`src/logic/rfog_pkg.sv`:
```
// rfog_pkg: register indices, field layouts, select codes and reset values
// of the focus offset / rf gain / rf offset register bank.
// assumes 16-bit control words whose top nibble selects the register.
package rfog_pkg;

  // control word layout
  localparam int          WORD_W        = 16;
  localparam int          SEL_HI        = 15;
  localparam int          SEL_LO        = 12;
  localparam int          SEL_W         = 4;

  // register select codes carried in the top nibble
  localparam logic [3:0]  SEL_MODES     = 4'h1;
  localparam logic [3:0]  SEL_FOCUS     = 4'h2;
  localparam logic [3:0]  SEL_GAIN      = 4'h3;
  localparam logic [3:0]  SEL_LR_OFFS   = 4'h4;
  localparam logic [3:0]  SEL_SUM_OFFS  = 4'h5;

  // register indices; the byte address is four times the index
  localparam logic [3:0]  IDX_MODES     = 4'h1;
  localparam logic [3:0]  IDX_FOCUS     = 4'h2;
  localparam logic [3:0]  IDX_GAIN      = 4'h3;
  localparam logic [3:0]  IDX_LR_OFFS   = 4'h4;
  localparam logic [3:0]  IDX_SUM_OFFS  = 4'h5;
  localparam logic [3:0]  IDX_CTRL_PORT = 4'h8;
  localparam logic [3:0]  IDX_CONV_STAT = 4'h9;

  // avalon byte address, data and byte enable widths
  localparam int          ADDR_W        = 6;
  localparam int          DATA_W        = 32;
  localparam int          BE_W          = 4;

  // mode register fields
  localparam int          SUMSEL_BIT    = 0;
  localparam int          PHSRC_BIT     = 11;

  // focus offset register fields
  localparam int          ALTMODE_BIT   = 11;
  localparam int          FOFF_OFF_BIT  = 10;
  localparam int          FRAC_HI       = 9;
  localparam int          FRAC_LO       = 5;
  localparam int          FRAC_W        = 5;

  // rf gain register fields
  localparam int          G1_HI         = 11;
  localparam int          G1_LO         = 10;
  localparam int          G2_HI         = 9;
  localparam int          G2_LO         = 8;
  localparam int          G3_HI         = 7;
  localparam int          G3_LO         = 4;
  localparam logic [1:0]  G1_UNUSED     = 2'h3;

  // offset register fields
  localparam int          LEFT_HI       = 11;
  localparam int          LEFT_LO       = 6;
  localparam int          RIGHT_HI      = 5;
  localparam int          RIGHT_LO      = 0;
  localparam int          SUMF_HI       = 5;
  localparam int          SUMF_LO       = 0;
  localparam int          OFFS_W        = 6;

  // converter status packing
  localparam int          STAT_PH_LO    = 0;
  localparam int          STAT_SUM_LO   = 8;
  localparam int          STAT_L_LO     = 16;
  localparam int          STAT_R_LO     = 24;

  // gain figures in dB and tenths of dB
  localparam logic [4:0]  G1_STEP_DB    = 5'h06;
  localparam logic [4:0]  G2_BASE_DB    = 5'h06;
  localparam logic [4:0]  G2_STEP_DB    = 5'h06;
  localparam logic [7:0]  G3_STEP_TDB   = 8'h08;

  // reset values
  localparam logic [15:0] RST_WORD      = 16'h0000;
  localparam logic [1:0]  RST_G2        = 2'h0;
  localparam logic [1:0]  RST_G1        = 2'h0;
  localparam logic [3:0]  RST_G3        = 4'h0;
  localparam logic [4:0]  RST_FRAC      = 5'h00;
  localparam logic [5:0]  RST_OFFS      = 6'h00;

  typedef enum logic [0:0] {
    BUS_IDLE,
    BUS_ANSWER
  } rfog_bus_t;

endpackage : rfog_pkg

```
`src/logic/rfog_regs.sv`:
```
// rfog_regs: focus offset, rf gain and rf offset register bank behind an
// avalon-mm slave; control words are routed by their top nibble.
// assumes synchronous inputs on SYS_CLK and a master that holds its
// request until waitrequest is seen low.
//
// How it works
// - a word with select 0010 loads the focus offset register.
// - focus bit 11 turns the alternate operating mode off (0) or on (1).
// - focus bit 10 is inverted: 0 turns full-range focus offset on.
// - focus bits 9..5 give a fraction of 0 to 31/32 in 1/32 steps.
// - a word with select 0011 loads the rf gain register.
// - first stage gain 00/01/10 is 0/6/12 dB; a write of 11 is ignored.
// - second stage gain 00..11 gives 6, 12, 18, 24 dB.
// - third stage gain bits 7..4 step 0.8 dB over sixteen codes.
// - a word with select 0100 loads the left/right offset register.
// - left field drives the left converter only with summed input off.
// - right field drives the right converter with summed input off.
// - summed on, source 0: right field drives phase and summed converters.
// - summed on, source 1: the left/right low field has no effect.
// - a word with select 0101 loads the sum offset register.
// - sum field drives summed converter only with summed on, source 1.
// - mode bit 0 picks diode inputs (0) or summed rf input (1).
// - mode bit 11 sources the phase converter from left/right or sum field.
//
// The Avalon-MM interface to the registers was decided locally.
`timescale 1ns/1ps
`default_nettype none
module rfog_regs
(
  // clock and reset
  input  wire  logic        SYS_CLK,
  input  wire  logic        RESET,
  // avalon-mm slave
  input  wire  logic [5:0]  AVS_ADDRESS,
  input  wire  logic        AVS_READ,
  input  wire  logic        AVS_WRITE,
  input  wire  logic [31:0] AVS_WRITEDATA,
  input  wire  logic [3:0]  AVS_BYTEENABLE,
  output logic       [31:0] AVS_READDATA,
  output logic              AVS_WAITREQUEST,
  // focus offset controls
  output logic              ALTERNATE_OPERATING_MODE,
  output logic              FOCUS_FULL_RANGE_OFFSET_ON,
  output logic       [4:0]  FOCUS_OFFSET_FRACTION,
  // rf gain controls
  output logic       [1:0]  FIRST_STAGE_GAIN_CODE,
  output logic       [1:0]  SECOND_STAGE_GAIN_CODE,
  output logic       [3:0]  THIRD_STAGE_GAIN_CODE,
  output logic       [4:0]  FIRST_STAGE_GAIN_DB,
  output logic       [4:0]  SECOND_STAGE_GAIN_DB,
  output logic       [7:0]  THIRD_STAGE_GAIN_TENTH_DB,
  // rf input and offset converters
  output logic              SUMMED_INPUT_SELECT,
  output logic              PHASE_OFFSET_SOURCE_SELECT,
  output logic       [5:0]  LEFT_CHANNEL_OFFSET_CODE,
  output logic       [5:0]  RIGHT_CHANNEL_OFFSET_CODE,
  output logic       [5:0]  SUMMED_CHANNEL_OFFSET_CODE,
  output logic       [5:0]  PHASE_DETECTOR_OFFSET_CODE
);

  // register index from a byte address
  function automatic logic [3:0] idx_of(input logic [5:0] addr);
    idx_of = addr[5:2];
  endfunction : idx_of

  // true when a control word carries the given register select
  function automatic logic sel_is(input logic [15:0] word, input logic [3:0] sel);
    sel_is = (word[rfog_pkg::SEL_HI:rfog_pkg::SEL_LO] == sel);
  endfunction : sel_is

  function automatic logic [4:0] g1_db(input logic [1:0] code);
    g1_db = 5'(code * rfog_pkg::G1_STEP_DB);
  endfunction : g1_db

  function automatic logic [4:0] g2_db(input logic [1:0] code);
    g2_db = 5'(rfog_pkg::G2_BASE_DB + code * rfog_pkg::G2_STEP_DB);
  endfunction : g2_db

  function automatic logic [7:0] g3_tdb(input logic [3:0] code);
    g3_tdb = 8'(code * rfog_pkg::G3_STEP_TDB);
  endfunction : g3_tdb

  rfog_pkg::rfog_bus_t bus_state_r;
  logic                wait_r;
  logic [31:0]         rdata_r;
  logic [15:0]         last_word_r;
  logic                word_wr;
  logic [15:0]         word;

  // stored fields
  logic                sumsel_r;
  logic                phsrc_r;
  logic                altmode_r;
  logic                foff_off_r;
  logic [4:0]          frac_r;
  logic [1:0]          g1_r;
  logic [1:0]          g2_r;
  logic [3:0]          g3_r;
  logic [5:0]          left_r;
  logic [5:0]          right_r;
  logic [5:0]          sumf_r;

  logic [5:0]          conv_left;
  logic [5:0]          conv_right;
  logic [5:0]          conv_sum;
  logic [5:0]          conv_phase;
  logic [31:0]         rd_nxt;

  // one answer per request: waitrequest drops for exactly one cycle
  always_ff @(posedge SYS_CLK)
  begin
    if (RESET)
    begin
      bus_state_r <= rfog_pkg::BUS_IDLE;
      wait_r      <= 1'b1;
    end
    else
    begin
      case (bus_state_r)
        rfog_pkg::BUS_IDLE:
        begin
          if (AVS_READ || AVS_WRITE)
          begin
            bus_state_r <= rfog_pkg::BUS_ANSWER;
            wait_r      <= 1'b0;
          end
        end
        rfog_pkg::BUS_ANSWER:
        begin
          bus_state_r <= rfog_pkg::BUS_IDLE;
          wait_r      <= 1'b1;
        end
        default:
        begin
          bus_state_r <= rfog_pkg::BUS_IDLE;
          wait_r      <= 1'b1;
        end
      endcase
    end
  end

  // write commits at the edge where the master sees waitrequest low;
  // both low byte lanes are needed, a half word would split a field
  assign word_wr = AVS_WRITE && !wait_r
                   && (idx_of(AVS_ADDRESS) == rfog_pkg::IDX_CTRL_PORT)
                   && (AVS_BYTEENABLE[1:0] == 2'h3);
  assign word    = AVS_WRITEDATA[rfog_pkg::WORD_W-1:0];

  always_ff @(posedge SYS_CLK)
  begin
    if (RESET)
      last_word_r <= rfog_pkg::RST_WORD;
    else if (word_wr)
      last_word_r <= word;
  end

  // selects live in the mode register; only these two bits are kept
  always_ff @(posedge SYS_CLK)
  begin
    if (RESET)
    begin
      sumsel_r <= 1'b0;
      phsrc_r  <= 1'b0;
    end
    else if (word_wr && sel_is(word, rfog_pkg::SEL_MODES))
    begin
      sumsel_r <= word[rfog_pkg::SUMSEL_BIT];
      phsrc_r  <= word[rfog_pkg::PHSRC_BIT];
    end
  end

  always_ff @(posedge SYS_CLK)
  begin
    if (RESET)
    begin
      altmode_r  <= 1'b0;
      foff_off_r <= 1'b0;
      frac_r     <= rfog_pkg::RST_FRAC;
    end
    else if (word_wr && sel_is(word, rfog_pkg::SEL_FOCUS))
    begin
      altmode_r  <= word[rfog_pkg::ALTMODE_BIT];
      foff_off_r <= word[rfog_pkg::FOFF_OFF_BIT];
      frac_r     <= word[rfog_pkg::FRAC_HI:rfog_pkg::FRAC_LO];
    end
  end

  // code 11 on the first stage is refused: that stage keeps its gain
  always_ff @(posedge SYS_CLK)
  begin
    if (RESET)
    begin
      g1_r <= rfog_pkg::RST_G1;
      g2_r <= rfog_pkg::RST_G2;
      g3_r <= rfog_pkg::RST_G3;
    end
    else if (word_wr && sel_is(word, rfog_pkg::SEL_GAIN))
    begin
      if (word[rfog_pkg::G1_HI:rfog_pkg::G1_LO] != rfog_pkg::G1_UNUSED)
        g1_r <= word[rfog_pkg::G1_HI:rfog_pkg::G1_LO];
      g2_r <= word[rfog_pkg::G2_HI:rfog_pkg::G2_LO];
      g3_r <= word[rfog_pkg::G3_HI:rfog_pkg::G3_LO];
    end
  end

  always_ff @(posedge SYS_CLK)
  begin
    if (RESET)
    begin
      left_r  <= rfog_pkg::RST_OFFS;
      right_r <= rfog_pkg::RST_OFFS;
    end
    else if (word_wr && sel_is(word, rfog_pkg::SEL_LR_OFFS))
    begin
      left_r  <= word[rfog_pkg::LEFT_HI:rfog_pkg::LEFT_LO];
      right_r <= word[rfog_pkg::RIGHT_HI:rfog_pkg::RIGHT_LO];
    end
  end

  always_ff @(posedge SYS_CLK)
  begin
    if (RESET)
      sumf_r <= rfog_pkg::RST_OFFS;
    else if (word_wr && sel_is(word, rfog_pkg::SEL_SUM_OFFS))
      sumf_r <= word[rfog_pkg::SUMF_HI:rfog_pkg::SUMF_LO];
  end

  // the low field is stored in every mode but steered only where it applies
  rfog_route u_route
  (
    .clk                        (SYS_CLK),
    .rst                        (RESET),
    .summed_input_select        (sumsel_r),
    .phase_offset_source_select (phsrc_r),
    .lr_left_field              (left_r),
    .lr_right_field             (right_r),
    .sum_field                  (sumf_r),
    .left_code                  (conv_left),
    .right_code                 (conv_right),
    .summed_code                (conv_sum),
    .phase_code                 (conv_phase)
  );

  // read-back of stored contents with the select nibble restored
  always_comb
  begin
    rd_nxt = '0;
    case (idx_of(AVS_ADDRESS))
      rfog_pkg::IDX_MODES:
      begin
        rd_nxt[rfog_pkg::SEL_HI:rfog_pkg::SEL_LO] = rfog_pkg::SEL_MODES;
        rd_nxt[rfog_pkg::SUMSEL_BIT]              = sumsel_r;
        rd_nxt[rfog_pkg::PHSRC_BIT]               = phsrc_r;
      end
      rfog_pkg::IDX_FOCUS:
      begin
        rd_nxt[rfog_pkg::SEL_HI:rfog_pkg::SEL_LO]     = rfog_pkg::SEL_FOCUS;
        rd_nxt[rfog_pkg::ALTMODE_BIT]                 = altmode_r;
        rd_nxt[rfog_pkg::FOFF_OFF_BIT]                = foff_off_r;
        rd_nxt[rfog_pkg::FRAC_HI:rfog_pkg::FRAC_LO]   = frac_r;
      end
      rfog_pkg::IDX_GAIN:
      begin
        rd_nxt[rfog_pkg::SEL_HI:rfog_pkg::SEL_LO] = rfog_pkg::SEL_GAIN;
        rd_nxt[rfog_pkg::G1_HI:rfog_pkg::G1_LO]   = g1_r;
        rd_nxt[rfog_pkg::G2_HI:rfog_pkg::G2_LO]   = g2_r;
        rd_nxt[rfog_pkg::G3_HI:rfog_pkg::G3_LO]   = g3_r;
      end
      rfog_pkg::IDX_LR_OFFS:
      begin
        rd_nxt[rfog_pkg::SEL_HI:rfog_pkg::SEL_LO]     = rfog_pkg::SEL_LR_OFFS;
        rd_nxt[rfog_pkg::LEFT_HI:rfog_pkg::LEFT_LO]   = left_r;
        rd_nxt[rfog_pkg::RIGHT_HI:rfog_pkg::RIGHT_LO] = right_r;
      end
      rfog_pkg::IDX_SUM_OFFS:
      begin
        rd_nxt[rfog_pkg::SEL_HI:rfog_pkg::SEL_LO]   = rfog_pkg::SEL_SUM_OFFS;
        rd_nxt[rfog_pkg::SUMF_HI:rfog_pkg::SUMF_LO] = sumf_r;
      end
      rfog_pkg::IDX_CTRL_PORT:
        rd_nxt[rfog_pkg::WORD_W-1:0] = last_word_r;
      rfog_pkg::IDX_CONV_STAT:
      begin
        rd_nxt[rfog_pkg::STAT_PH_LO  +: rfog_pkg::OFFS_W] = conv_phase;
        rd_nxt[rfog_pkg::STAT_SUM_LO +: rfog_pkg::OFFS_W] = conv_sum;
        rd_nxt[rfog_pkg::STAT_L_LO   +: rfog_pkg::OFFS_W] = conv_left;
        rd_nxt[rfog_pkg::STAT_R_LO   +: rfog_pkg::OFFS_W] = conv_right;
      end
      default:
        rd_nxt = '0;
    endcase
  end

  // read data captured as waitrequest drops, so it stands at that edge
  always_ff @(posedge SYS_CLK)
  begin
    if (RESET)
      rdata_r <= '0;
    else if (AVS_READ && bus_state_r == rfog_pkg::BUS_IDLE)
      rdata_r <= rd_nxt;
  end

  // outputs, one flop stage after the stored fields; converter codes two
  always_ff @(posedge SYS_CLK)
  begin
    if (RESET)
    begin
      ALTERNATE_OPERATING_MODE   <= 1'b0;
      FOCUS_FULL_RANGE_OFFSET_ON <= 1'b1;
      FOCUS_OFFSET_FRACTION      <= rfog_pkg::RST_FRAC;
    end
    else
    begin
      ALTERNATE_OPERATING_MODE   <= altmode_r;
      FOCUS_FULL_RANGE_OFFSET_ON <= ~foff_off_r;
      FOCUS_OFFSET_FRACTION      <= frac_r;
    end
  end

  always_ff @(posedge SYS_CLK)
  begin
    if (RESET)
    begin
      FIRST_STAGE_GAIN_CODE     <= rfog_pkg::RST_G1;
      SECOND_STAGE_GAIN_CODE    <= rfog_pkg::RST_G2;
      THIRD_STAGE_GAIN_CODE     <= rfog_pkg::RST_G3;
      FIRST_STAGE_GAIN_DB       <= g1_db(rfog_pkg::RST_G1);
      SECOND_STAGE_GAIN_DB      <= g2_db(rfog_pkg::RST_G2);
      THIRD_STAGE_GAIN_TENTH_DB <= g3_tdb(rfog_pkg::RST_G3);
    end
    else
    begin
      FIRST_STAGE_GAIN_CODE     <= g1_r;
      SECOND_STAGE_GAIN_CODE    <= g2_r;
      THIRD_STAGE_GAIN_CODE     <= g3_r;
      FIRST_STAGE_GAIN_DB       <= g1_db(g1_r);
      SECOND_STAGE_GAIN_DB      <= g2_db(g2_r);
      THIRD_STAGE_GAIN_TENTH_DB <= g3_tdb(g3_r);
    end
  end

  always_ff @(posedge SYS_CLK)
  begin
    if (RESET)
    begin
      SUMMED_INPUT_SELECT        <= 1'b0;
      PHASE_OFFSET_SOURCE_SELECT <= 1'b0;
      LEFT_CHANNEL_OFFSET_CODE   <= rfog_pkg::RST_OFFS;
      RIGHT_CHANNEL_OFFSET_CODE  <= rfog_pkg::RST_OFFS;
      SUMMED_CHANNEL_OFFSET_CODE <= rfog_pkg::RST_OFFS;
      PHASE_DETECTOR_OFFSET_CODE <= rfog_pkg::RST_OFFS;
    end
    else
    begin
      SUMMED_INPUT_SELECT        <= sumsel_r;
      PHASE_OFFSET_SOURCE_SELECT <= phsrc_r;
      LEFT_CHANNEL_OFFSET_CODE   <= conv_left;
      RIGHT_CHANNEL_OFFSET_CODE  <= conv_right;
      SUMMED_CHANNEL_OFFSET_CODE <= conv_sum;
      PHASE_DETECTOR_OFFSET_CODE <= conv_phase;
    end
  end

  assign AVS_READDATA    = rdata_r;
  assign AVS_WAITREQUEST = wait_r;

endmodule : rfog_regs
`default_nettype wire

```
`src/logic/rfog_route.sv`:
```
// rfog_route: steers the stored rf offset fields onto the four offset
// converters according to summed input select and phase source select.
// assumes all inputs are registered in the same clock domain.
`timescale 1ns/1ps
`default_nettype none
module rfog_route
(
  // clock and reset
  input  wire  logic       clk,
  input  wire  logic       rst,
  // source selects
  input  wire  logic       summed_input_select,
  input  wire  logic       phase_offset_source_select,
  // stored fields
  input  wire  logic [5:0] lr_left_field,
  input  wire  logic [5:0] lr_right_field,
  input  wire  logic [5:0] sum_field,
  // converter codes
  output logic       [5:0] left_code,
  output logic       [5:0] right_code,
  output logic       [5:0] summed_code,
  output logic       [5:0] phase_code
);

  // converters not addressed in the current mode keep their last code
  always_ff @(posedge clk)
  begin
    if (rst)
    begin
      left_code  <= rfog_pkg::RST_OFFS;
      right_code <= rfog_pkg::RST_OFFS;
    end
    else if (!summed_input_select)
    begin
      left_code  <= lr_left_field;
      right_code <= lr_right_field;
    end
  end

  always_ff @(posedge clk)
  begin
    if (rst)
      summed_code <= rfog_pkg::RST_OFFS;
    else if (summed_input_select && !phase_offset_source_select)
      summed_code <= lr_right_field;
    else if (summed_input_select && phase_offset_source_select)
      summed_code <= sum_field;
  end

  always_ff @(posedge clk)
  begin
    if (rst)
      phase_code <= rfog_pkg::RST_OFFS;
    else if (phase_offset_source_select)
      phase_code <= sum_field;
    else if (summed_input_select)
      phase_code <= lr_right_field;
    else
      phase_code <= lr_left_field;
  end

endmodule : rfog_route
`default_nettype wire

```
`config.mk`:
```
export PLATFORM = sky130hd
export DESIGN_NAME = rfog_regs
export DESIGN_NICKNAME = d
export VERILOG_FILES = /design/src/logic/rfog_pkg.sv /design/src/logic/rfog_regs.sv /design/src/logic/rfog_route.sv
export SDC_FILE = /design/constraint.sdc
export NUM_CORES = 1
export LEC_CHECK = 0
export BUFFER_PORTS_ARGS = -buffer_cell sky130_fd_sc_hd__buf_4
export CAP_MARGIN = 5
export CORE_ASPECT_RATIO = 2
export CORE_MARGIN = 2
export CORE_UTILIZATION = 30
export CTS_CLUSTER_SIZE = 40
export DETAILED_ROUTE_END_ITERATION = 12
export GPL_ROUTABILITY_DRIVEN = 0
export PLACE_DENSITY = 0.48
export SYNTH_ARGS = -nofsm -noshare
export SYNTH_HDL_FRONTEND = slang
export SYNTH_SLANG_ARGS = --single-unit
```
`constraint.sdc`:
```
create_clock -name SYS_CLK -period 3.1 [get_ports SYS_CLK]
set_input_delay 0.31 -clock SYS_CLK [delete_from_list [all_inputs] [get_ports SYS_CLK]]
set_output_delay 0.31 -clock SYS_CLK [all_outputs]
set_load 0.02 [all_outputs]
```
; ---- Yosys cells after proc, flatten, opt, wreduce, memory -nomap -nowiden
; Index checks and enable logic that the tools add are counted.
[totals]
register_bits = 160
input_bits = 46
out_inout_bits = 92
wordCells = 92
[op_classes]
eq_ne = 15
bitwise = 2
mul = 2
muxes = 19
n_reduce_logical = 18
add_sub_neg = 1
[ops]
columns = operator, n
row1 = $mux 6, 6
row2 = $eq 4x2->1 const B, 4
row3 = $eq 4x3->1 const B, 4
row4 = $pmux 3 s5, 1
row5 = $pmux 1 s6, 2
row6 = $pmux 3 s4, 1
row7 = $logic_and 1x1->1, 11
row8 = $pmux 1 s5, 2
row9 = $pmux 2 s5, 1
row10 = $eq 4x1->1 const B, 2
row11 = $eq 4x4->1 const B, 2
row12 = $mul 2x2->4 const B, 2
row13 = $pmux 2 s4, 1
row14 = $add 3x5->5 const A, 1
row15 = $ne 2x2->1 const B, 2
row16 = $pmux 1 s2, 2
row17 = $pmux 2 s2, 1
row18 = $reduce_or 2->1, 2
row19 = $eq 2x2->1 const B, 1
row20 = $logic_not 1->1, 2
row21 = $mux 1, 2
row22 = $not 1->1, 2
row23 = $reduce_and 2->1, 1
row24 = $reduce_bool 2->1, 1
row25 = $logic_or 1x1->1, 1

; ---- Longest topological paths before layout
; Gate-level depths: netlist of run 1.
[logic_depth]
ltp_word = 6
depth_mapped = 7
mapped_depth_nobuf = 4

; ---- By module
; A second synthesis of run 1 with hierarchy kept.
[hier_totals]
cells_unflattened = 616
hier_area_um2 = 5856.9
[by_module_without_submodules]
columns = module, cells_per_inst, area_each_um2, instances
row1 = rfog_regs, 518, 4916.0, 1
row2 = rfog_route, 98, 940.9, 1

; ---- Worst setup path after synthesis of run 1
; No wires, ideal clock.
[synth_timing]
path_type = in2reg
startpoint = input AVS_ADDRESS[2]
endpoint = register left_r[0]
n_path_buf = 2
arrival_time_ns = 1.506
required_time_ns = 2.972
path_stages = 6
slack_ns = 1.466
setup_time_ns = 0.128
cell_sequence = buf_2 nor4b_4 nand3_1 buf_4 mux2i_1 nor2_1
[synth_between]
elab_chain_cells = 4
[synth_rtl]
columns = element, line
row1 = start: declaration, rfog_regs.sv:34  ; input wire logic [5:0] AVS_ADDRESS,
row2 = $eq 4x4->1, rfog_regs.sv:145  ; && (idx_of(AVS_ADDRESS) == rfog_pkg::IDX_CTRL_PORT)
row3 = $logic_and 1x1->1, rfog_regs.sv:145
row4 = $logic_and 1x1->1, rfog_regs.sv:146  ; && (AVS_BYTEENABLE[1:0] == 2'h3);
row5 = $logic_and 1x1->1, rfog_regs.sv:213  ; else if (word_wr && sel_is(word, rfog_pkg::SEL_LR_OFFS))
row6 = end signal: assignment, rfog_regs.sv:210  ; left_r <= rfog_pkg::RST_OFFS;
row7 = end signal: assignment, rfog_regs.sv:215  ; left_r <= word[rfog_pkg::LEFT_HI:rfog_pkg::LEFT_LO];
row8 = end: declaration, rfog_regs.sv:99  ; logic [5:0] left_r;
; Every way passes these cells.
; A chain may end at the register's enable or synchronous reset.

==> results of run 1 <==
layout make-up:
| type | count | area, um2 | share of cell area [%] |
|---|---|---|---|
| Clock buffer | 18 | 439 | 5.95 |
| Timing Repair Buffer | 121 | 908 | 12.3 |
| Tap cell | 259 | 324 | 4.39 |
| Multi-Input combinational cell | 406 | 2510 | 34.0 |
| Inverter | 7 | 26.3 | 0.356 |
| Clock inverter | 14 | 115 | 1.56 |
| Sequential cell | 153 | 3060 | 41.5 |
worst max path at each step:
stage,endpoint,slack (ns),cells past startpoint
finish,u_route.left_code[2]$_SDFFE_PP0N_,1.29,3
global route,u_route.left_code[3]$_SDFFE_PP0N_,1.18,3
CTS,u_route.left_code[2]$_SDFFE_PP0N_,1.30,3
detailed placement,AVS_READDATA[29]$_SDFFE_PP0P_,0.99,5
global placement,AVS_READDATA[29]$_SDFFE_PP0P_,0.96,5
floorplan,left_r[0]$_SDFFE_PP0P_,1.47,6
logic make-up after synthesis:
family	Yosys count	share of synthesized area [%]
xor+xnor	2	0.299
compound gates	102	11.0
simple gates	223	18.7
buf+inv	66	5.59
flops	153	52.3
fa+ha+maj	6	1.28
other cells	1	0.0640
mux	63	10.8
report_power, final:
| group | internal, mW | switching, mW |
|---|---|---|
| sequential | 1.98 | 0.00667 |
| clock | 1.06 | 0.859 |
| combinational | 0.0567 | 0.132 |
| total | 3.09 | 0.998 |
per-stage QoR:
stage	power [mW]	std cells
final	4.09	978
after global placement	2.21	946
after CTS	4.15	978
after global routing	4.24	978
after detailed placement	2.22	946
after floorplan	2.14	625
per-layer routing:
metal	track usage [%]	part of all wire, %	up-vias
met5	0	0	-
met4	5.50	2.0	0
met3	3.44	4.7	20
met2	29.0	54	144
met1	19.0	40	2165
li1	-	-	2258
layout by cell type (no fill, tap or decap), drive strengths merged, types with 5 or more instances in the layout:
master and count:
buf 121, nand3 17, mux2i 62, a21oi 48, ha 6, inv 12
conb 10, nor2 80, a222oi 5, a211oi 7, nand2 59, nor4b 6
clkbuf 18, clkinv 6, dfxtp 153, a22o 7, nor2b 43, o21ai 16
flip-flops by register name (all words and copies together) (netlist names), 2 cells and up:
register,cells
AVS_READDATA,28
FIRST_STAGE_GAIN_CODE,2
FIRST_STAGE_GAIN_DB,3
FOCUS_OFFSET_FRACTION,5
LEFT_CHANNEL_OFFSET_CODE,6
PHASE_DETECTOR_OFFSET_CODE,6
RIGHT_CHANNEL_OFFSET_CODE,6
SECOND_STAGE_GAIN_CODE,2
SECOND_STAGE_GAIN_DB,4
SUMMED_CHANNEL_OFFSET_CODE,6
THIRD_STAGE_GAIN_TENTH_DB,4
frac_r,5
g1_r,2
g2_r,2
g3_r,4
last_word_r,16
left_r,6
right_r,6
sumf_r,6
u_route.left_code,6
u_route.phase_code,6
u_route.right_code,6
u_route.summed_code,6
critical path, delay by kind of cell (launching register included):
kind                   cells  cell delay, ns
multiplexers               1            0.22
AND/OR/NAND/NOR            1            0.05
buffers and inverters      1            0.37
flip-flops                 1            1.04
==> reports/metrics.csv, run 1 <==
stage,metric,value,unit
logic_synthesis,dominant synthesized flop cell,dfxtp_1,
detailed_routing,"wirelength, routed",16400,um
detailed_routing,via count,4587,
detailed_routing,WL per Instance,16.7,um
clock_tree,Root Driver,clkbuf_16,
detailed_routing,DRC viols,0,
critical_path,CP Launch Point,sumsel_r$_SDFFE_PP0P_,
logic_synthesis,"EDFF count, synth",0,
critical_path,reg2reg path depth,3,
sta,Setup Total Neg Slack,0,ns
min_path,Hold Crit Endpoint,right_r[3]$_SDFFE_PP0P_,
logic_synthesis,"Avg Cell Area, Syn",9.51,um2
detailed_routing,Avg Vias per Cell,4.69,
layout,P&R area growth vs syn,26.0,%
pwr,Max VDD drop,0.000283,V
sta,RSZ-0062 raised after global routing,false,
critical_path,max incr delay on CP,1.04,ns
die,core area,0.0193,mm2
layout,Layout fillers,1996,
die,row count,72,
detailed_routing,"antenna viol nets, final",0,
sta,fin crit share,58.3,%
sta,worst setup margin,1.29,ns
outcome,status,"complete, no violations",
global_route,initial antenna violation count,0,
place,Port Buffers,107,
critical_path,Critical Path Fanout Max,21,
run,max_cap viols,0,
die,Die Area,0.0207,mm2
die,num ports,138,
layout,Antenna diodes,0,
critical_path,"Data required, critical path",3.39,ns
critical_path,critical path class,reg -> reg,
place,placed cell area,0.00683,mm2
logic_synthesis,synth cell count leaders,"dfxtp_1, nor2_1, mux2i_1, nand2_1, a21oi_1",
pwr,Lkg Pwr,3.00,nW
die,Die W,103,um
layout,Final nets,758,
detailed_routing,1st-iter DRT viols,267,
critical_path,WP data arrival,2.10,ns
place,DP Worst Slack,0.989,ns
critical_path,"critical path, cell by cell",buf_4 -> mux2i_1 -> nor2_1,
place,HPWL after DPL,11600,um
layout,"Core Util, Final",38.3,%
critical_path,reg2reg start,sumsel_r$_SDFFE_PP0P_,
logic_synthesis,Synth top area share,52.3,%
logic_synthesis,Mapped Area,0.00586,mm2
sta,Slew headroom,27.3,%
detailed_routing,Initial DRT Pass Iterations,7,
clock_tree,CTS buffer count,17,
sta,skew final,0.00764,ns
min_path,hold_sp,AVS_WRITEDATA[3],
pwr,PwrDens,554,mW/mm2
global_route,gr ovfl total,0,
min_path,worst hold path cell count,3,
logic_synthesis,async set-or-reset flop fraction in the synthesized netlist,0,%
logic_synthesis,Syn. warnings,0,
logic_synthesis,Yosys top cell by area,dfxtp_1,
clock_tree,Clock transition at path regs,0.06,ns
critical_path,CP Capture Type,flip-flop,
clock_tree,Worst-Skew Late Latency,0.42,ns
critical_path,slack of the worst reg-to-reg path,1.29,ns
sta,Fin. Hold Viols,0,
clock_tree,clk sink count,153,
critical_path,startpoint types,flip-flop,
sta,Worst-Margin Slew,1.09,ns
logic_synthesis,Unique masters post-synth,45,
min_path,Hold Crit Class,in -> reg,
layout,fin area,0.00739,mm2
clock_tree,H-tree depth,4,
critical_path,RR Endpoint,u_route.left_code[2]$_SDFFE_PP0N_,
die,Initial Util,30.4,%
clock_tree,CTS Buffer Depth,2,
global_route,vias in the first global route,4463,
logic_synthesis,register area share after synthesis,52.3,%
die,DIE HEIGHT,202,um
sta,Max Transition Viols Final,0,
clock_tree,CTS tree,done,
clock_tree,Post-CTS Repair Setup Buffers,0,
clock_tree,post-CTS sizing,0,
global_route,GRT Total Usage,16.3,%
logic_synthesis,synth top area cells,"dfxtp_1, mux2i_1, nor2_1",
logic_synthesis,post-synthesis register bit count,153,
critical_path,CP max-delay cell,dfxtp_1,
layout,share of layout cells above drive strength 1,22.5,%
sta,final setup vio count,0,
clock_tree,CTS hold repair buffers,0,
sta,Tmin final,1.81,ns
sta,Peak Freq,0.554,GHz
global_route,largest net degree at the start of global routing,53,
logic_synthesis,top-count cell post-synth,dfxtp_1,
global_route,first-pass GRT wire length,25400,um
sta,hold_ws,0.145,ns
logic_synthesis,Mapped Cells,616,
No activity file was read; power rests on OpenSTA's default activity.
==> run 2: changes to the inputs <==
--- a/config.mk
+++ b/config.mk
@@ -13,7 +13,7 @@
 export CTS_CLUSTER_SIZE = 40
 export DETAILED_ROUTE_END_ITERATION = 12
 export GPL_ROUTABILITY_DRIVEN = 0
-export PLACE_DENSITY = 0.48
+export PLACE_DENSITY = 0.49
 export SYNTH_ARGS = -nofsm -noshare
 export SYNTH_HDL_FRONTEND = slang
 export SYNTH_SLANG_ARGS = --single-unit
==> constraint.sdc (replaced) <==
create_clock -name SYS_CLK -period 1.5 [get_ports SYS_CLK]
set_input_delay 0.15 -clock SYS_CLK [delete_from_list [all_inputs] [get_ports SYS_CLK]]
set_output_delay 0.15 -clock SYS_CLK [all_outputs]
set_load 0.02 [all_outputs]
==> reports/metrics.csv, run 2 (synthesized netlist as in run 1, its figures left out) <==
stage,metric,value,unit,change
global_route,vias in the first global route,4698,,+5.3%
detailed_routing,Initial DRT Pass Iterations,4,,-3
clock_tree,Clock transition at path regs,0.06,ns,about the same
pwr,Sw Ratio,22.1,%,-2.2 points
detailed_routing,via count,4731,,+3.1%
place,Placed Instances,975,,+3.1%
die,Initial Util,30.4,%,unchanged
detailed_routing,WL per Instance,16.5,um,-1.7%
sta,final setup vio count,0,,unchanged
clock_tree,CTS tree,done,,
sta,Max Transition Viols Final,0,,unchanged
sta,Fin. Hold Viols,0,,unchanged
clock_tree,CTS buffer count,17,,unchanged
global_route,initial antenna violation count,0,,unchanged
die,num ports,138,,unchanged
die,DIE HEIGHT,202,um,unchanged
clock_tree,H-tree depth,4,,unchanged
die,Die Area,0.0207,mm2,unchanged
pwr,Max VDD drop,0.000604,V,+110%
critical_path,critical path class,in -> reg,,
layout,"most common cell after layout, fill and taps aside",dfxtp_1,,
layout,fin area,0.00786,mm2,+6.4%
critical_path,CP Capture Type,flip-flop,,
layout,P&R area growth vs syn,34.1,%,
layout,Antenna diodes,0,,unchanged
sta,Tmin final,1.47,ns,
sta,Peak Freq,0.679,GHz,
critical_path,startpoint types,input port,,
clock_tree,clk sink count,153,,unchanged
die,row count,72,,unchanged
detailed_routing,"antenna viol nets, final",0,,unchanged
layout,max FFs per register,28,,unchanged
sta,skew final,0.00824,ns,+0.000601 ns
critical_path,Critical Path Fanout Max,10,,-52%
outcome,status,"complete, no violations",,
layout,most frequent cells in the layout,"dfxtp_1, buf_4, nor2_1",,
critical_path,WP data arrival,1.78,ns,-0.32 ns
clock_tree,Root Driver,clkbuf_16,,
clock_tree,Post-CTS Repair Setup Buffers,0,,unchanged
layout,"Core Util, Final",40.8,%,+2.5 points
clock_tree,CTS Buffer Depth,2,,unchanged
place,placed cell area,0.00710,mm2,+3.9%
global_route,first-pass GRT wire length,25700,um,+1.3%
critical_path,"Data required, critical path",1.81,ns,-1.58 ns
detailed_routing,"wirelength, routed",16700,um,+2.3%
run,max_cap viols,0,,unchanged
pwr,Lkg Pwr,3.24,nW,+8.0%
sta,fin crit share,98.1,%,
pwr,PwrDens,1130,mW/mm2,+100%
detailed_routing,DRC viols,0,,unchanged
pwr,sequential cell fraction of total power,46.2,%,-2.3 points
sta,Setup Total Neg Slack,0,ns,unchanged
pwr,Internal,6.91,mW,+120%
min_path,Hold Crit Class,in -> reg,,
pwr,clock power share,48.5,%,+1.6 points
global_route,GRT Total Usage,16.5,%,+0.14 points
place,HPWL after DPL,12400,um,+6.7%
layout,share of layout cells above drive strength 1,26.0,%,+3.4 points
detailed_routing,1st-iter DRT viols,176,,-34%
layout,Final nets,799,,+5.4%
die,Die W,103,um,unchanged
layout,Finished Layout Cells,1018,,+4.1%
detailed_routing,Avg Vias per Cell,4.65,,-0.91%
global_route,gr ovfl total,0,,unchanged
die,core area,0.0193,mm2,unchanged
place,Port Buffers,107,,unchanged
clock_tree,Worst-Skew Late Latency,0.42,ns,about the same
global_route,largest net degree at the start of global routing,89,,+68%
pwr,Psw,1.97,mW,+97%
pwr,Comb pwr share,5.4,%,+0.8 points
layout,Layout fillers,1984,,-0.60%
==> run 2: worst paths after layout <==
kind | startpoint | to | cells after the start | slack, ns
setup / recovery | AVS_WRITEDATA[15] | g1_r[0]$_SDFFE_PP0P_ | 6 | 0.03
hold / removal | AVS_WRITEDATA[10] | last_word_r[10]$_SDFFE_PP0P_ | 3 | 0.02
setup reg to reg | AVS_WAITREQUEST$_SDFFE_PP1P_ | sumf_r[0]$_SDFFE_PP0P_ | 5 | 0.10
hold reg to reg | foff_off_r$_SDFFE_PP0P_ | FOCUS_FULL_RANGE_OFFSET_ON$_SDFF_PP1_ | 1 | 0.41
==> run 2: per-stage QoR <==
stage | hold WS, ns | total power, mW | setup WS [ns]
after floorplan | 0.233 | 4.42 | 0.0261
final | 0.0217 | 8.88 | 0.0281
after global routing | 0.00517 | 9.21 | -0.00975
after CTS | 0.00212 | 8.98 | 0.0217
after global placement | 0.392 | 4.63 | -0.0856
after detailed placement | 0.396 | 4.63 | -0.0965
==> run 2: layout make-up <==
type	instances	area [um2]	area share, %
inverter	7	26.3	0.334
timing repair buffer	162	1300	16.6
multi-input combinational	406	2550	32.4
clock inverter	12	150	1.91
sequential	153	3060	39.0
tap	259	324	4.12
clock buffer	19	443	5.64
==> run 2: power by group through the flow <==
stage	combinational (mW)	clock [mW]	sequential, mW
global route	0.511	4.60	4.10
finish	0.477	4.31	4.10
floorplan	0.215	0	4.20
global placement	0.437	0	4.19
detailed placement	0.446	0	4.19
CTS	0.473	4.41	4.10
==> run 2: what timing repair did <==
item,in CTS,in global routing
endpoints found under the setup margin,2,38
hold buffers,12,0
gates resized for setup,1,9
hold endpoints to repair,27,0
==> run 2: critical path, cell delays in order <==
cell           delay (ns)
dlygate4sd3_1        0.53
buf_4                0.17
nor4bb_2             0.33
nand3_2              0.10
buf_4                0.21
o221a_2              0.28
==> run 2: per-layer routing <==
| metal | track usage, % | routed length (um) | share of wire, % | vias up |
|---|---|---|---|---|
| li1 | - | - | - | 2337 |
| met1 | 18.2 | 6580 | 39 | 2245 |
| met2 | 30.3 | 9180 | 55 | 134 |
| met3 | 3.13 | 706 | 4.2 | 15 |
| met4 | 6.06 | 282 | 1.7 | 0 |
| met5 | 0 | 0 | 0 | - |
==> run 3: changes to the inputs <==
--- a/config.mk
+++ b/config.mk
@@ -16,4 +16,5 @@
 export PLACE_DENSITY = 0.49
 export SYNTH_ARGS = -nofsm -noshare
 export SYNTH_HDL_FRONTEND = slang
+export SYNTH_HIERARCHICAL = 1
 export SYNTH_SLANG_ARGS = --single-unit
==> reports/metrics.csv, run 3 <==
stage,metric,value,unit,change
detailed_routing,"wirelength, routed",17200,um,+2.6%
detailed_routing,top layer in use,met4,,
critical_path,"Data required, critical path",1.80,ns,about the same
clock_tree,Post-CTS Repair Setup Buffers,0,,unchanged
sta,RSZ-0062 raised after global routing,false,,
min_path,Hold Crit Class,in -> reg,,
clock_tree,H-tree depth,4,,unchanged
detailed_routing,"antenna viol nets, final",0,,unchanged
layout,Layout fillers,2002,,+0.91%
logic_synthesis,async set-or-reset flop fraction in the synthesized netlist,0,%,unchanged
place,DP Worst Slack,-0.0332,ns,+0.0632 ns
logic_synthesis,"EDFF count, synth",0,,unchanged
detailed_routing,via count,4814,,+1.8%
detailed_routing,1st-iter DRT viols,244,,+39%
layout,P&R area growth vs syn,33.9,%,
global_route,gr ovfl total,0,,unchanged
critical_path,crit path buf inv count,1,,-2
logic_synthesis,"Avg Cell Area, Syn",9.51,um2,about the same
logic_synthesis,synth cell count leaders,"dfxtp_1, nand2_1, nor2_1, mux2i_1, nor2b_1",,
detailed_routing,metal3 WL,691,um,-2.1%
sta,Peak Freq,0.710,GHz,+4.5%
layout,share of layout cells above drive strength 1,25.4,%,-0.56 points
pwr,Lkg Pwr,3.24,nW,-0.11%
logic_synthesis,dominant synthesized flop cell,dfxtp_1,,
pwr,Total Power,9.14,mW,+2.9%
logic_synthesis,top-count cell post-synth,dfxtp_1,,
logic_synthesis,Mapped Cells,616,,unchanged
critical_path,CP Capture Type,flip-flop,,
global_route,largest net degree at the start of global routing,38,,-57%
layout,most frequent cells in the layout,"dfxtp_1, buf_4, nand2_1",,
sta,hold_ws,0.0171,ns,-0.00465 ns
die,DIE HEIGHT,202,um,about the same
die,Die W,103,um,about the same
layout,Finished Layout Cells,1015,,-0.29%
sta,skew final,0.00719,ns,-0.00105 ns
clock_tree,Root Driver,clkbuf_16,,
logic_synthesis,register area share after synthesis,52.3,%,about the same
detailed_routing,routed length on met1,6540,um,-0.59%
critical_path,max incr delay on CP,0.40,ns,-0.13 ns
critical_path,critical path class,reg -> reg,,
layout,sequential cell area,0.00306,mm2,about the same
critical_path,cell depth of the worst setup path,5,,-1
die,core area,0.0193,mm2,unchanged
logic_synthesis,post-synthesis register bit count,153,,unchanged
sta,Tmin final,1.41,ns,-0.0630 ns
layout,Antenna diodes,0,,unchanged
detailed_routing,Avg Vias per Cell,4.74,,+2.1%
critical_path,startpoint types,flip-flop,,
detailed_routing,WL per Instance,16.9,um,+2.9%
critical_path,reg2reg path depth,5,,unchanged
outcome,status,"complete, no violations",,
sta,fin crit share,93.9,%,-4.2 points
logic_synthesis,Syn. warnings,6,,+6
sta,Max Transition Viols Final,0,,unchanged
die,row count,72,,unchanged
layout,"most common cell after layout, fill and taps aside",dfxtp_1,,
sta,final setup vio count,0,,unchanged
global_route,vias in the first global route,4817,,+2.5%
place,Placed Instances,974,,-0.10%
pwr,PwrDens,1170,mW/mm2,+3.1%
logic_synthesis,Unique masters post-synth,47,,+4.4%
pwr,Max VDD drop,0.000654,V,+8.3%
critical_path,CP max-delay cell,and4b_4,,
global_route,initial antenna violation count,0,,unchanged
logic_synthesis,synth top area cells,"dfxtp_1, mux2i_1, nor2b_1",,
clock_tree,CTS buffer count,17,,unchanged
clock_tree,clk sink count,153,,unchanged
logic_synthesis,Mapped Area,0.00586,mm2,about the same
critical_path,"critical path, cell by cell",and4b_4 -> nand3_1 -> buf_4 -> mux2i_1 -> nor2_1,,
place,HPWL after DPL,12700,um,+2.0%
detailed_routing,WL met2,9570,um,+4.3%
layout,max FFs per register,28,,unchanged
sta,worst setup margin,0.0910,ns,+0.0630 ns
detailed_routing,Initial DRT Pass Iterations,5,,+1
run,max_cap viols,0,,unchanged
sta,Slew headroom,57.3,%,
min_path,worst hold path cell count,3,,unchanged
sta,Worst-Margin Slew,0.632,ns,
global_route,GRT Total Usage,17.1,%,+0.62 points
clock_tree,Clock transition at path regs,0.06,ns,about the same
sta,Fin. Hold Viols,0,,unchanged
critical_path,Crit path max-delay family,simple AND/OR/NAND/NOR gates,,
global_route,first-pass GRT wire length,26600,um,+3.3%
logic_synthesis,Synth top area share,52.3,%,about the same
layout,Final nets,795,,-0.50%
clock_tree,Worst-Skew Late Latency,0.42,ns,about the same
detailed_routing,DRC viols,0,,unchanged
clock_tree,CTS Buffer Depth,2,,unchanged
die,Die Area,0.0207,mm2,about the same
place,Port Buffers,107,,unchanged
critical_path,WP data arrival,1.71,ns,-0.07 ns
clock_tree,CTS tree,done,,
logic_synthesis,Yosys top cell by area,dfxtp_1,,
critical_path,Critical Path Fanout Max,12,,+2
layout,Multi-input gate area,0.00251,mm2,-1.4%
die,Initial Util,30.4,%,about the same
die,num ports,138,,unchanged
## run 3: cell count changes in the layout (fill, tap and decap cells not counted), sizes merged, moves of 4 or more
cell	before	now
nor2b	43	50
nand2b	3	7
a311oi	1	6
mux2i	62	50
nand3	17	24
nand2	59	69
nor2	80	57
## run 3: final timing paths
kind                                     start                                    end  slack (ns)
hold / removal               AVS_WRITEDATA[14]           last_word_r[14]$_SDFFE_PP0P_        0.02
setup / recovery  AVS_WAITREQUEST$_SDFFE_PP1P_                 left_r[1]$_SDFFE_PP0P_        0.09
hold reg to reg        foff_off_r$_SDFFE_PP0P_  FOCUS_FULL_RANGE_OFFSET_ON$_SDFF_PP1_        0.42
setup reg to reg  AVS_WAITREQUEST$_SDFFE_PP1P_                 left_r[1]$_SDFFE_PP0P_        0.09
## run 3: layout make-up
class                           count  share of cell area, %
Timing Repair Buffer              159                   16.5
Clock buffer                       19                   5.52
Tap cell                          259                   4.13
Multi-Input combinational cell    405                   32.0
Sequential cell                   153                   39.0
Inverter                            7                  0.335
Clock inverter                     13                   2.47
## run 3: power breakdown
group | internal [mW] | switching (mW) | total (mW)
Sequential | 4.08 | 0.0151 | 4.10
Combinational | 0.178 | 0.296 | 0.474
Clock | 2.81 | 1.76 | 4.57
## run 3: logic make-up after synthesis
family,Yosys count,share of synthesized area (%)
compound gates,107,11.9
xor+xnor,2,0.299
fa+ha+maj,6,1.28
buf+inv,67,5.81
flops,153,52.3
mux,51,8.74
other cells,1,0.0640
simple gates,229,19.6
## run 3: layer usage
metal | vias up | track usage [%]
li1 | 2343 | -
met1 | 2298 | 18.7
met2 | 150 | 31.7
met3 | 23 | 3.27
met4 | 0 | 6.16
met5 | - | 0
## run 3: repair_timing
item,CTS,global route
endpoints found under the setup margin,5,39
gates resized for setup,1,4
cloned,0,0
hold endpoints to repair,24,0
hold buffers,9,0
## run 3: stage by stage
step           instance area (um2)  setup TNS [ns]  util [%]
2_1_floorplan                 5910          -0.277         -
3_3_place_gp                  7110               0      36.9
3_5_place_dp                  7110         -0.0740      36.9
4_1_cts                       7830               0      40.6
5_1_grt                       7840               0      40.7
6_report                      7840               0      40.7
## run 3: worst reg2reg max path, cell delays in order, from the launching register on
cell and delay [ns]:
dfxtp_1 0.31, and4b_4 0.40, nand3_1 0.10, buf_4 0.23
mux2i_1 0.20, nor2_1 0.05
